[src/ext_bus_pkg.sv]
package ext_bus_pkg;

	////////////////////////////////////////////////////////////////////////
	// arithmetic

	// least times round up to whole cycles, never below one cycle
	function automatic int cycles_ceil(input int time_ns, input int per_ns);
		int c;
		c = (time_ns + per_ns - 1) / per_ns;
		return (c < 1) ? 1 : c;
	endfunction

	////////////////////////////////////////////////////////////////////////
	// widths and reset values

	localparam int          ADDR_W       = 16;
	localparam int          DATA_W       = 16;
	localparam int          CNT_W        = 3;
	localparam logic [15:0] ADDR_RESET   = 16'h0000;
	localparam logic [15:0] DATA_RESET   = 16'h0000;
	localparam logic [2:0]  CNT_RESET    = 3'h0;

	////////////////////////////////////////////////////////////////////////
	// timing, MCLK at 10 MHz

	localparam int CLK_PERIOD_NS = 100;
	localparam int T_SETUP_NS    = 100;
	localparam int T_STROBE_NS   = 250;
	localparam int T_HOLD_NS     = 100;

	localparam logic [2:0] SETUP_CYC  =
		3'(cycles_ceil(T_SETUP_NS, CLK_PERIOD_NS));
	localparam logic [2:0] STROBE_CYC =
		3'(cycles_ceil(T_STROBE_NS, CLK_PERIOD_NS));
	localparam logic [2:0] HOLD_CYC   =
		3'(cycles_ceil(T_HOLD_NS, CLK_PERIOD_NS));

	////////////////////////////////////////////////////////////////////////
	// types

	typedef enum logic [0:0] {
		SPACE_PROGRAM = 1'b0,
		SPACE_DATA    = 1'b1
	} space_t;

	typedef enum logic [1:0] {
		ST_IDLE   = 2'b00,
		ST_SETUP  = 2'b01,
		ST_STROBE = 2'b10,
		ST_HOLD   = 2'b11
	} bus_state_t;

	typedef struct packed {
		logic              write;
		space_t            space;
		logic [ADDR_W-1:0] addr;
		logic [DATA_W-1:0] wdata;
	} bus_req_t;

	typedef struct packed {
		logic [DATA_W-1:0] stage1;
		logic [DATA_W-1:0] stage2;
	} sync_state_t;

	typedef struct packed {
		bus_state_t        st;
		logic [CNT_W-1:0]  cnt;
		logic              write;
		logic              mem_prog_n;
		logic              mem_data_n;
		logic              prog_pin_n;
		logic              data_pin_n;
		logic              rd_n;
		logic              wr_n;
		logic              data_oe;
		logic [ADDR_W-1:0] addr;
		logic [DATA_W-1:0] wdata;
		logic [DATA_W-1:0] rdata;
		logic              ready;
		logic              done;
	} ctrl_state_t;

endpackage

[src/ext_bus_strobes.sv]
`timescale 1ns/1ps
module ext_bus_strobes (
	input  wire logic                           MCLK,
	input  wire logic                           SRST,
	input  wire logic                           REQ_VALID,
	input  wire ext_bus_pkg::bus_req_t          REQ,
	output logic                                REQ_READY,
	output logic                                DONE,
	output logic      [ext_bus_pkg::DATA_W-1:0] RDATA,
	input  wire logic                           PROG_SEL_IS_CS,
	input  wire logic                           DATA_SEL_IS_CS,
	input  wire logic                           CHIP_SELECT_OUT_0,
	input  wire logic                           CHIP_SELECT_OUT_1,
	output logic                                PROGRAM_SPACE_SELECT_N,
	output logic                                DATA_SPACE_SELECT_N,
	output logic                                READ_STROBE_N,
	output logic                                WRITE_STROBE_N,
	output logic      [ext_bus_pkg::ADDR_W-1:0] EXT_ADDRESS_BUS,
	input  wire logic [ext_bus_pkg::DATA_W-1:0] EXT_DATA_BUS_I,
	output logic      [ext_bus_pkg::DATA_W-1:0] EXT_DATA_BUS_O,
	output logic                                EXT_DATA_BUS_OE
);

	////////////////////////////////////////////////////////////////////////
	// state

	localparam ext_bus_pkg::ctrl_state_t RESET_STATE = '{
		st:         ext_bus_pkg::ST_IDLE,
		cnt:        ext_bus_pkg::CNT_RESET,
		write:      1'b0,
		mem_prog_n: 1'b1,
		mem_data_n: 1'b1,
		prog_pin_n: 1'b1,
		data_pin_n: 1'b1,
		rd_n:       1'b1,
		wr_n:       1'b1,
		data_oe:    1'b0,
		addr:       ext_bus_pkg::ADDR_RESET,
		wdata:      ext_bus_pkg::DATA_RESET,
		rdata:      ext_bus_pkg::DATA_RESET,
		ready:      1'b0,
		done:       1'b0
	};

	ext_bus_pkg::ctrl_state_t s_q;
	ext_bus_pkg::ctrl_state_t s_d;

	logic [ext_bus_pkg::DATA_W-1:0] data_in_sync;

	// pins are asynchronous to MCLK; sampled read data lags two cycles,
	// covered because the strobe lasts at least three
	ext_data_sync u_data_sync (
		.clk      (MCLK),
		.srst     (SRST),
		.pin_in   (EXT_DATA_BUS_I),
		.sync_out (data_in_sync)
	);

	////////////////////////////////////////////////////////////////////////
	// helpers

	// every phase counter runs down to zero, then the phase ends
	function automatic logic cnt_end(
		input logic [ext_bus_pkg::CNT_W-1:0] c
	);
		return c == ext_bus_pkg::CNT_RESET;
	endfunction

	function automatic logic [ext_bus_pkg::CNT_W-1:0] cnt_step(
		input logic [ext_bus_pkg::CNT_W-1:0] c
	);
		return c - 3'h1;
	endfunction

	// a memory select is low only for its own space
	function automatic logic space_sel_n(
		input ext_bus_pkg::space_t sp,
		input ext_bus_pkg::space_t own
	);
		return sp != own;
	endfunction

	// chip-select mode hands the pin over; pin lags its inputs a cycle
	function automatic logic pin_sel_n(
		input logic use_cs,
		input logic cs_n,
		input logic mem_n
	);
		return use_cs ? cs_n : mem_n;
	endfunction

	////////////////////////////////////////////////////////////////////////
	// sequencer

	always_comb
	begin
		s_d      = s_q;
		s_d.done = 1'b0;
		case (s_q.st)
			ext_bus_pkg::ST_IDLE:
			begin
				s_d.ready = 1'b1;
				if (REQ_VALID && s_q.ready)
				begin
					s_d.st    = ext_bus_pkg::ST_SETUP;
					s_d.cnt   = cnt_step(ext_bus_pkg::SETUP_CYC);
					s_d.ready = 1'b0;
					s_d.write = REQ.write;
					s_d.addr  = REQ.addr;
					s_d.wdata = REQ.wdata;
					// one select only, chosen by space
					s_d.mem_prog_n =
						space_sel_n(REQ.space, ext_bus_pkg::SPACE_PROGRAM);
					s_d.mem_data_n =
						space_sel_n(REQ.space, ext_bus_pkg::SPACE_DATA);
					// drive write data before the strobe falls
					s_d.data_oe = REQ.write;
				end
			end
			ext_bus_pkg::ST_SETUP:
			begin
				if (cnt_end(s_q.cnt))
				begin
					s_d.st   = ext_bus_pkg::ST_STROBE;
					s_d.cnt  = cnt_step(ext_bus_pkg::STROBE_CYC);
					// address and select already stable here
					s_d.rd_n = s_q.write;
					s_d.wr_n = !s_q.write;
				end
				else
				begin
					s_d.cnt = cnt_step(s_q.cnt);
				end
			end
			ext_bus_pkg::ST_STROBE:
			begin
				if (cnt_end(s_q.cnt))
				begin
					s_d.st   = ext_bus_pkg::ST_HOLD;
					s_d.cnt  = cnt_step(ext_bus_pkg::HOLD_CYC);
					s_d.rd_n = 1'b1;
					s_d.wr_n = 1'b1;
					if (!s_q.write)
					begin
						s_d.rdata = data_in_sync;
					end
				end
				else
				begin
					s_d.cnt = cnt_step(s_q.cnt);
				end
			end
			ext_bus_pkg::ST_HOLD:
			begin
				// data, address and select outlast the rising strobe
				if (cnt_end(s_q.cnt))
				begin
					s_d.st         = ext_bus_pkg::ST_IDLE;
					s_d.data_oe    = 1'b0;
					s_d.mem_prog_n = 1'b1;
					s_d.mem_data_n = 1'b1;
					s_d.ready      = 1'b1;
					s_d.done       = 1'b1;
				end
				else
				begin
					s_d.cnt = cnt_step(s_q.cnt);
				end
			end
			default:
			begin
				s_d = RESET_STATE;
			end
		endcase
		// chip-select function replaces the memory-space meaning
		s_d.prog_pin_n = pin_sel_n(PROG_SEL_IS_CS, CHIP_SELECT_OUT_0,
			s_d.mem_prog_n);
		s_d.data_pin_n = pin_sel_n(DATA_SEL_IS_CS, CHIP_SELECT_OUT_1,
			s_d.mem_data_n);
	end

	////////////////////////////////////////////////////////////////////////
	// registers

	always_ff @(posedge MCLK)
	begin
		if (SRST)
		begin
			s_q <= RESET_STATE;
		end
		else
		begin
			s_q <= s_d;
		end
	end

	////////////////////////////////////////////////////////////////////////
	// outputs, all straight from s_q

	assign REQ_READY              = s_q.ready;
	assign DONE                   = s_q.done;
	assign RDATA                  = s_q.rdata;
	assign PROGRAM_SPACE_SELECT_N = s_q.prog_pin_n;
	assign DATA_SPACE_SELECT_N    = s_q.data_pin_n;
	assign READ_STROBE_N          = s_q.rd_n;
	assign WRITE_STROBE_N         = s_q.wr_n;
	assign EXT_ADDRESS_BUS        = s_q.addr;
	assign EXT_DATA_BUS_O         = s_q.wdata;
	assign EXT_DATA_BUS_OE        = s_q.data_oe;

endmodule

[src/ext_data_sync.sv]
`timescale 1ns/1ps
module ext_data_sync (
	input  wire logic                         clk,
	input  wire logic                         srst,
	input  wire logic [ext_bus_pkg::DATA_W-1:0] pin_in,
	output logic      [ext_bus_pkg::DATA_W-1:0] sync_out
);

	ext_bus_pkg::sync_state_t s_q;
	ext_bus_pkg::sync_state_t s_d;

	// stage1 feeds stage2 only: keeps metastability off the logic
	always_comb
	begin
		s_d        = s_q;
		s_d.stage1 = pin_in;
		s_d.stage2 = s_q.stage1;
	end

	always_ff @(posedge clk)
	begin
		if (srst)
		begin
			s_q <= '0;
		end
		else
		begin
			s_q <= s_d;
		end
	end

	assign sync_out = s_q.stage2;

endmodule

[config.mk]
export PLATFORM = sky130hd
export DESIGN_NAME = ext_bus_strobes
export DESIGN_NICKNAME = d
export VERILOG_FILES = /design/src/ext_bus_pkg.sv /design/src/ext_bus_strobes.sv /design/src/ext_data_sync.sv
export SDC_FILE = /design/constraint.sdc
export NUM_CORES = 1
export LEC_CHECK = 0
export ABC_CLOCK_PERIOD_IN_PS = 2300
export BUFFER_PORTS_ARGS = -buffer_cell sky130_fd_sc_hd__buf_4
export CAP_MARGIN = 20
export CORE_ASPECT_RATIO = 2
export CORE_MARGIN = 10
export CORE_UTILIZATION = 40
export DETAILED_ROUTE_END_ITERATION = 10
export GPL_ROUTABILITY_DRIVEN = 0
export HOLD_SLACK_MARGIN = 0.15
export SETUP_SLACK_MARGIN = 0.4
export SYNTH_ARGS = -nofsm -noshare
export SYNTH_HDL_FRONTEND = slang
export SYNTH_HIERARCHICAL = 1
export SYNTH_SLANG_ARGS = --single-unit
[constraint.sdc]
create_clock -name MCLK -period 2.3 [get_ports MCLK]
set_input_delay 0.23 -clock MCLK [delete_from_list [all_inputs] [get_ports MCLK]]
set_output_delay 0.23 -clock MCLK [all_outputs]
set_load 0.02 [all_outputs]
==> results of run 1 <==
-- worst paths after layout --
path | start | to | depth (start not counted)
worst max-delay path | s_q[61] | s_q[61] | 5
worst max register to register | s_q[61] | s_q[61] | 5
worst min-delay path | REQ[33] | s_q[57] | 3
worst min register to register | u_data_sync/sync_out[3] | RDATA[3] | 2
-- routing by layer --
metal / wire (microns) / up-vias / part of all wire, % / track usage [%]
li1: - / 1550 / - / -
met1: 3460 / 1351 / 39 / 13.1
met2: 4550 / 89 / 51 / 22.0
met3: 673 / 19 / 7.6 / 5.30
met4: 229 / 0 / 2.6 / 5.87
met5: 0 / - / 0 / 0
-- final cells by class --
cell class                      count  area [sq um]
Clock buffer                        9           225
Clock inverter                      7          78.8
Fill cell                         836          4200
Inverter                            6          22.5
Multi-Input combinational cell    253          1390
Sequential cell                    95          1900
Tap cell                          104           130
Timing Repair Buffer              165          1380
-- cells in the final DEF, fill, tap and decap left out, types with 2 or more instances in the layout --
| cell type | instances |
|---|---|
| nand3b_1 | 5 |
| o31ai_1 | 2 |
| nor2b_1 | 34 |
| nand2b_1 | 4 |
| nor3b_1 | 2 |
| inv_1 | 6 |
| nand3_1 | 4 |
| o21bai_1 | 2 |
| nand2_1 | 98 |
| dfxtp_1 | 95 |
| nor2_1 | 7 |
| nor4b_1 | 2 |
| and4b_1 | 2 |
| buf_4 | 114 |
| dlygate4sd3_1 | 50 |
| clkbuf_16 | 9 |
| clkinvlp_4 | 2 |
| o2111ai_1 | 3 |
| a21oi_1 | 54 |
| inv_6 | 2 |
| ha_1 | 7 |
| a32oi_1 | 2 |
-- repair_timing --
action	CTS	global route
resized for setup	0	1
hold endpoints to repair	50	0
endpoints found under the setup margin	0	2
hold buffers	50	0
-- worst max-delay path: stages (launching register included) --
cell     delay [ns]
dfxtp_1        0.37
inv_1          0.10
ha_1           0.29
or3_1          0.39
a21oi_2        0.19
mux2_2         0.34
-- where the power goes --
group          total [mW]  internal [mW]  leakage (nW)  switching, mW
combinational       0.443          0.233          1.24          0.209
sequential           1.75           1.71         0.777         0.0309
clock                1.51          0.856         0.144          0.650
total                3.69           2.80          2.16          0.890
-- metrics by stage --
step           hold WS [ns]  instance area (sq um)
5_1_grt               0.168                   5120
3_5_place_dp          0.419                   4320
3_3_place_gp          0.416                   4320
6_report              0.167                   5120
2_1_floorplan         0.302                   3820
4_1_cts               0.164                   5120
-- state kept, by name, summed over array words and instances, names as in the netlist --
| name | count |
|---|---|
| u_data_sync/s_d | 16 |
| EXT_DATA_BUS_O | 16 |
| PROGRAM_SPACE_SELECT_N | 1 |
| REQ_READY | 1 |
| DATA_SPACE_SELECT_N | 1 |
| RDATA | 16 |
| WRITE_STROBE_N | 1 |
| READ_STROBE_N | 1 |
| EXT_ADDRESS_BUS | 16 |
| s_q | 8 |
| u_data_sync/sync_out | 16 |
| DONE | 1 |
| EXT_DATA_BUS_OE | 1 |
-- kinds of logic after synthesis --
family                   share of synthesized area (%)
AO/OA/AOI/OAI                                     11.6
buffers and inverters                             14.0
flip-flops                                        49.8
adder cells (fa/ha/maj)                           2.29
AND/OR/NAND/NOR                                   21.8
multiplexers                                     0.557
==> summary.txt, run 1 <==
# Post-CTS Setup Buffers: 0
CTS tree: built
Vias: 3009
Antenna diodes: 0
Mapped Nets: 491
Crit path time final: 1.78 ns
H-tree Lvls: 3
Dpl cells: 573
Data required time of the worst path: 2.53 ns
Total Routed Length: 8910 microns
CTS buffer count: 9
Setup_tns: 0 ns
Area leader, netlist: dfxtp_1
Leading register cell type out of synthesis: dfxtp_1
Distinct cells, synth: 46
Antenna Nets Post-Route: 0
Warnings, synthesis: 6
Max Freq: 0.560 GHz
Drt pass-1 iters: 4
CP Class: flop to flop
Min-Delay Path Class: input port to flop
Outcome: completed
Synthesized area per cell: 8.95 sq um
Number of port buffers: 111
Slew Limit Fails: 0
RSZ-0062 raised after global routing: no
Post-synth EDFFs: 0
Setup crit end kind: flop
Slew HR: 46.8%
Syn Std Cell Area: 3820 sq um
Clock tree root buffer cell: clkbuf_16
Layout cells sized above 1: 26.2%
Worst-Margin Slew: 0.798 ns
Commonest cells in the netlist: 98 x nand2_1, 95 x dfxtp_1, 56 x buf_4
MaxCap Viol Count: 0
Placement Rows: 50
Die Y: 158 microns
Die ar.: 14100 sq um
Final non-filler cell total: 639
Clock latency on the worst-skew pair: 0.34 ns
Yosys reg bits: 95
Cell Pwr Density: 721 nW/um^2
Max Clock Skew: 0.00554 ns
Vias per cell: 4.71
First-pass GRT wire length: 14500 microns
Initial core utilization: 41.0%
Crit start category: flop
Die width: 89.1 microns
Yosys top cell area share: 49.8%
Avg WL per Cell: 13.9 microns
Final WS setup: 0.515 ns
Final Cycle Share: 77.6%
R2r setup slk: 0.52 ns
Antenna violations before repair: 0
Hpwl dp: 6290 microns
Layout area overhead: 34.2%
Final core utilization: 55.0%
Synth area leaders: dfxtp_1 50%, buf_4 11%, nand2_1 9.6%, a21oi_1 7.1%, nor2b_1 5.6%
Longest Clk Path Bufs: 2
CP max FO: 8
Crit path DAT: 2.02 ns
Sinks on Clock Net: 95
Final nets: 594
Largest net degree at the start of global routing: 86
Number of remaining DRC errors: 0
P_leak: 2.16 nW
I/O Pins: 112
Core Region: 9320 sq um
DR iter-0 viols: 94
Count leader, synth: nand2_1
Final setup viols: 0
Ys async rst share: 0%
Seq/Total Area, Yosys: 49.8%
CTS clock-pin slew for the worst setup and hold paths: 0.07 ns
Power Total: 3.69 mW
Hold Fails Final Rpt: 0
Dpl ws: 0.523 ns
Total gr overflow: 0
Tot GR Track Use: 12.9%
Synth Instances: 427
Worst vdd ir: 0.471 mV
Vias in the first global route: 3072
Power figures use the tool's default switching activity.
==> run 2, diff against run 1 <==
--- a/config.mk
+++ b/config.mk
@@ -5,7 +5,7 @@
 export SDC_FILE = /design/constraint.sdc
 export NUM_CORES = 1
 export LEC_CHECK = 0
-export ABC_CLOCK_PERIOD_IN_PS = 2300
+export ABC_CLOCK_PERIOD_IN_PS = 1700
 export BUFFER_PORTS_ARGS = -buffer_cell sky130_fd_sc_hd__buf_4
 export CAP_MARGIN = 20
 export CORE_ASPECT_RATIO = 2
==> constraint.sdc (replaced) <==
create_clock -name MCLK -period 1.7 [get_ports MCLK]
set_input_delay 0.17 -clock MCLK [delete_from_list [all_inputs] [get_ports MCLK]]
set_output_delay 0.17 -clock MCLK [all_outputs]
set_load 0.02 [all_outputs]
==> summary.txt, run 2 (same netlist as run 1, synthesis figures left out) <==
Outcome: completed
Longest Clk Path Bufs: 2 (unchanged)
Final WS setup: 0.135 ns (-0.381 ns)
CTS clock-pin slew for the worst setup and hold paths: 0.07 ns (about the same)
Cell Pwr Density: 900 nW/um^2 (+25%)
H-tree Lvls: 3 (unchanged)
Slew HR: 67.9% (+21 points)
P_leak: 2.31 nW (+6.9%)
Number of remaining DRC errors: 0 (unchanged)
Clock latency on the worst-skew pair: 0.34 ns (about the same)
Vias per cell: 4.82 (+2.5%)
RR Endpoint: s_q[61]
Layout cells sized above 1: 37.6% (+11 points)
Setup crit end kind: flop
Hpwl dp: 6450 microns (+2.6%)
CTS buffer count: 9 (unchanged)
Layout area overhead: 48.3%
Drt pass-1 iters: 4 (unchanged)
Dpl ws: 0.0708 ns (-0.452 ns)
R2r setup slk: 0.13 ns (-0.38 ns)
Die width: 89.1 microns (unchanged)
CP Buf/Inv Count: 1 (unchanged)
Slew Limit Fails: 0 (unchanged)
Worst-Margin Slew: 0.481 ns (-0.317 ns)
First-pass GRT wire length: 15900 microns (+9.8%)
Commonest non-fill, non-tap cell in the layout: buf_4
Tot GR Track Use: 14.4% (+1.6 points)
# fillers: 797 (-4.7%)
Hold endpoint: DATA_SPACE_SELECT_N
Hold Path Depth: 4 (+1)
Hold path startpoint: REQ[32]
Total gr overflow: 0 (unchanged)
Commonest cells after routing, fill and taps aside: 119 x buf_4, 92 x dfxtp_1, 83 x nand2_1
Avg WL per Cell: 15.5 microns (+11%)
Hold Fails Final Rpt: 0 (unchanged)
Vias in the first global route: 3204 (+4.3%)
Largest net degree at the start of global routing: 46 (-47%)
Final setup viols: 0 (unchanged)
Die ar.: 14100 sq um (unchanged)
Antenna Nets Post-Route: 0 (unchanged)
CP Cell Sequence: inv_4 > ha_4 > or3_4 > a21oi_4 > mux2_4
Setup_tns: 0 ns (unchanged)
Vias: 3160 (+5.0%)
RSZ-0062 raised after global routing: yes
Metal1 wirelength: 3750 microns (+8.5%)
Antenna diodes: 0 (unchanged)
Crit path DAT: 1.79 ns (-0.23 ns)
Crit. path cell count: 5 (unchanged)
Min-Delay Path Class: input port to flop
Data required time of the worst path: 1.92 ns (-0.61 ns)
Sinks on Clock Net: 95 (unchanged)
Metal2 WL: 5480 microns (+20%)
Max Clock Skew: 0.00932 ns (+0.00378 ns)
Max Freq: 0.639 GHz (+14%)
Crit start category: flop
CP Class: flop to flop
CP max-delay cell: dfxtp_4
Crit path time final: 1.57 ns (-0.219 ns)
Top sig layer: met4
Worst reg-to-reg path cell count: 5 (unchanged)
Core Region: 9320 sq um (unchanged)
Top delay family on crit path: flip-flops
Placement Rows: 50 (unchanged)
CP max FO: 4 (-4)
Final nets: 610 (+2.7%)
Worst r2r src: s_q[61]
Clock tree root buffer cell: clkbuf_16
MaxCap Viol Count: 0 (unchanged)
Final Cycle Share: 92.1% (+14 points)
Routed wl met3: 737 microns (+9.5%)
Antenna violations before repair: 0 (unchanged)
Worst path max stage delay: 0.38 ns (about the same)
Die Y: 158 microns (unchanged)
Number of port buffers: 111 (unchanged)
Total Routed Length: 10200 microns (+14%)
I/O Pins: 112 (unchanged)
DR iter-0 viols: 198 (+110%)
CTS tree: built
Initial core utilization: 41.0% (unchanged)
Worst vdd ir: 0.741 mV (+57%)
run 2: worst max path at each step:
stage | start | end | slack (ns)
floorplan | s_q[62] | s_q[61] | 0.17
global placement | s_q[61] | s_q[61] | 0.14
detailed placement | s_q[62] | s_q[61] | 0.07
CTS | s_q[61] | s_q[61] | 0.15
global route | s_q[61] | s_q[62] | 0.09
finish | s_q[61] | s_q[61] | 0.13
run 2: area by class of cell:
class	instances	area, sq um	area share, %
Sequential cell	95	1910	33.7
Tap cell	104	130	2.30
Clock inverter	6	72.6	1.28
Multi-Input combinational cell	254	1720	30.3
Clock buffer	10	229	4.04
Timing Repair Buffer	180	1580	27.9
Inverter	6	27.5	0.486
run 2: worst min-delay path: stages:
cell and delay, ns:
buf_4 0.08, nand3_1 0.07, o211ai_1 0.12, a32oi_1 0.09
run 2: repair_timing:
action                                 in CTS  in global routing
gates cloned                                3                  0
setup endpoints to repair                  62                 63
endpoints found under the hold margin      51                  0
hold buffers                               53                  0
pin swaps                                  20                 21
buffers inserted                            4                  4
gates resized for setup                    33                 45
run 2: layer usage:
| metal | global-route usage [%] | vias up |
|---|---|---|
| met5 | 0 | - |
| met4 | 6.25 | 0 |
| met2 | 25.6 | 89 |
| li1 | - | 1592 |
| met1 | 14.6 | 1463 |
| met3 | 5.04 | 16 |
run 2: report_power, final:
part,internal (mW),switching [mW]
clock,1.16,0.879
sequential,2.32,0.0481
combinational,0.374,0.317
total,3.85,1.24
run 2: per-stage QoR:
step                      hold slack, ns  power [mW]  utilization [%]  cell area (sq um)  cells
after floorplan                    0.242        2.75                -               3870    427
after global placement             0.361        2.93             47.2               4400    575
after global routing               0.275        5.30             60.8               5670    655
final                              0.242        5.10             60.8               5670    655
after detailed placement           0.365        2.94             47.2               4400    575
after CTS                          0.237        5.12             58.6               5460    651
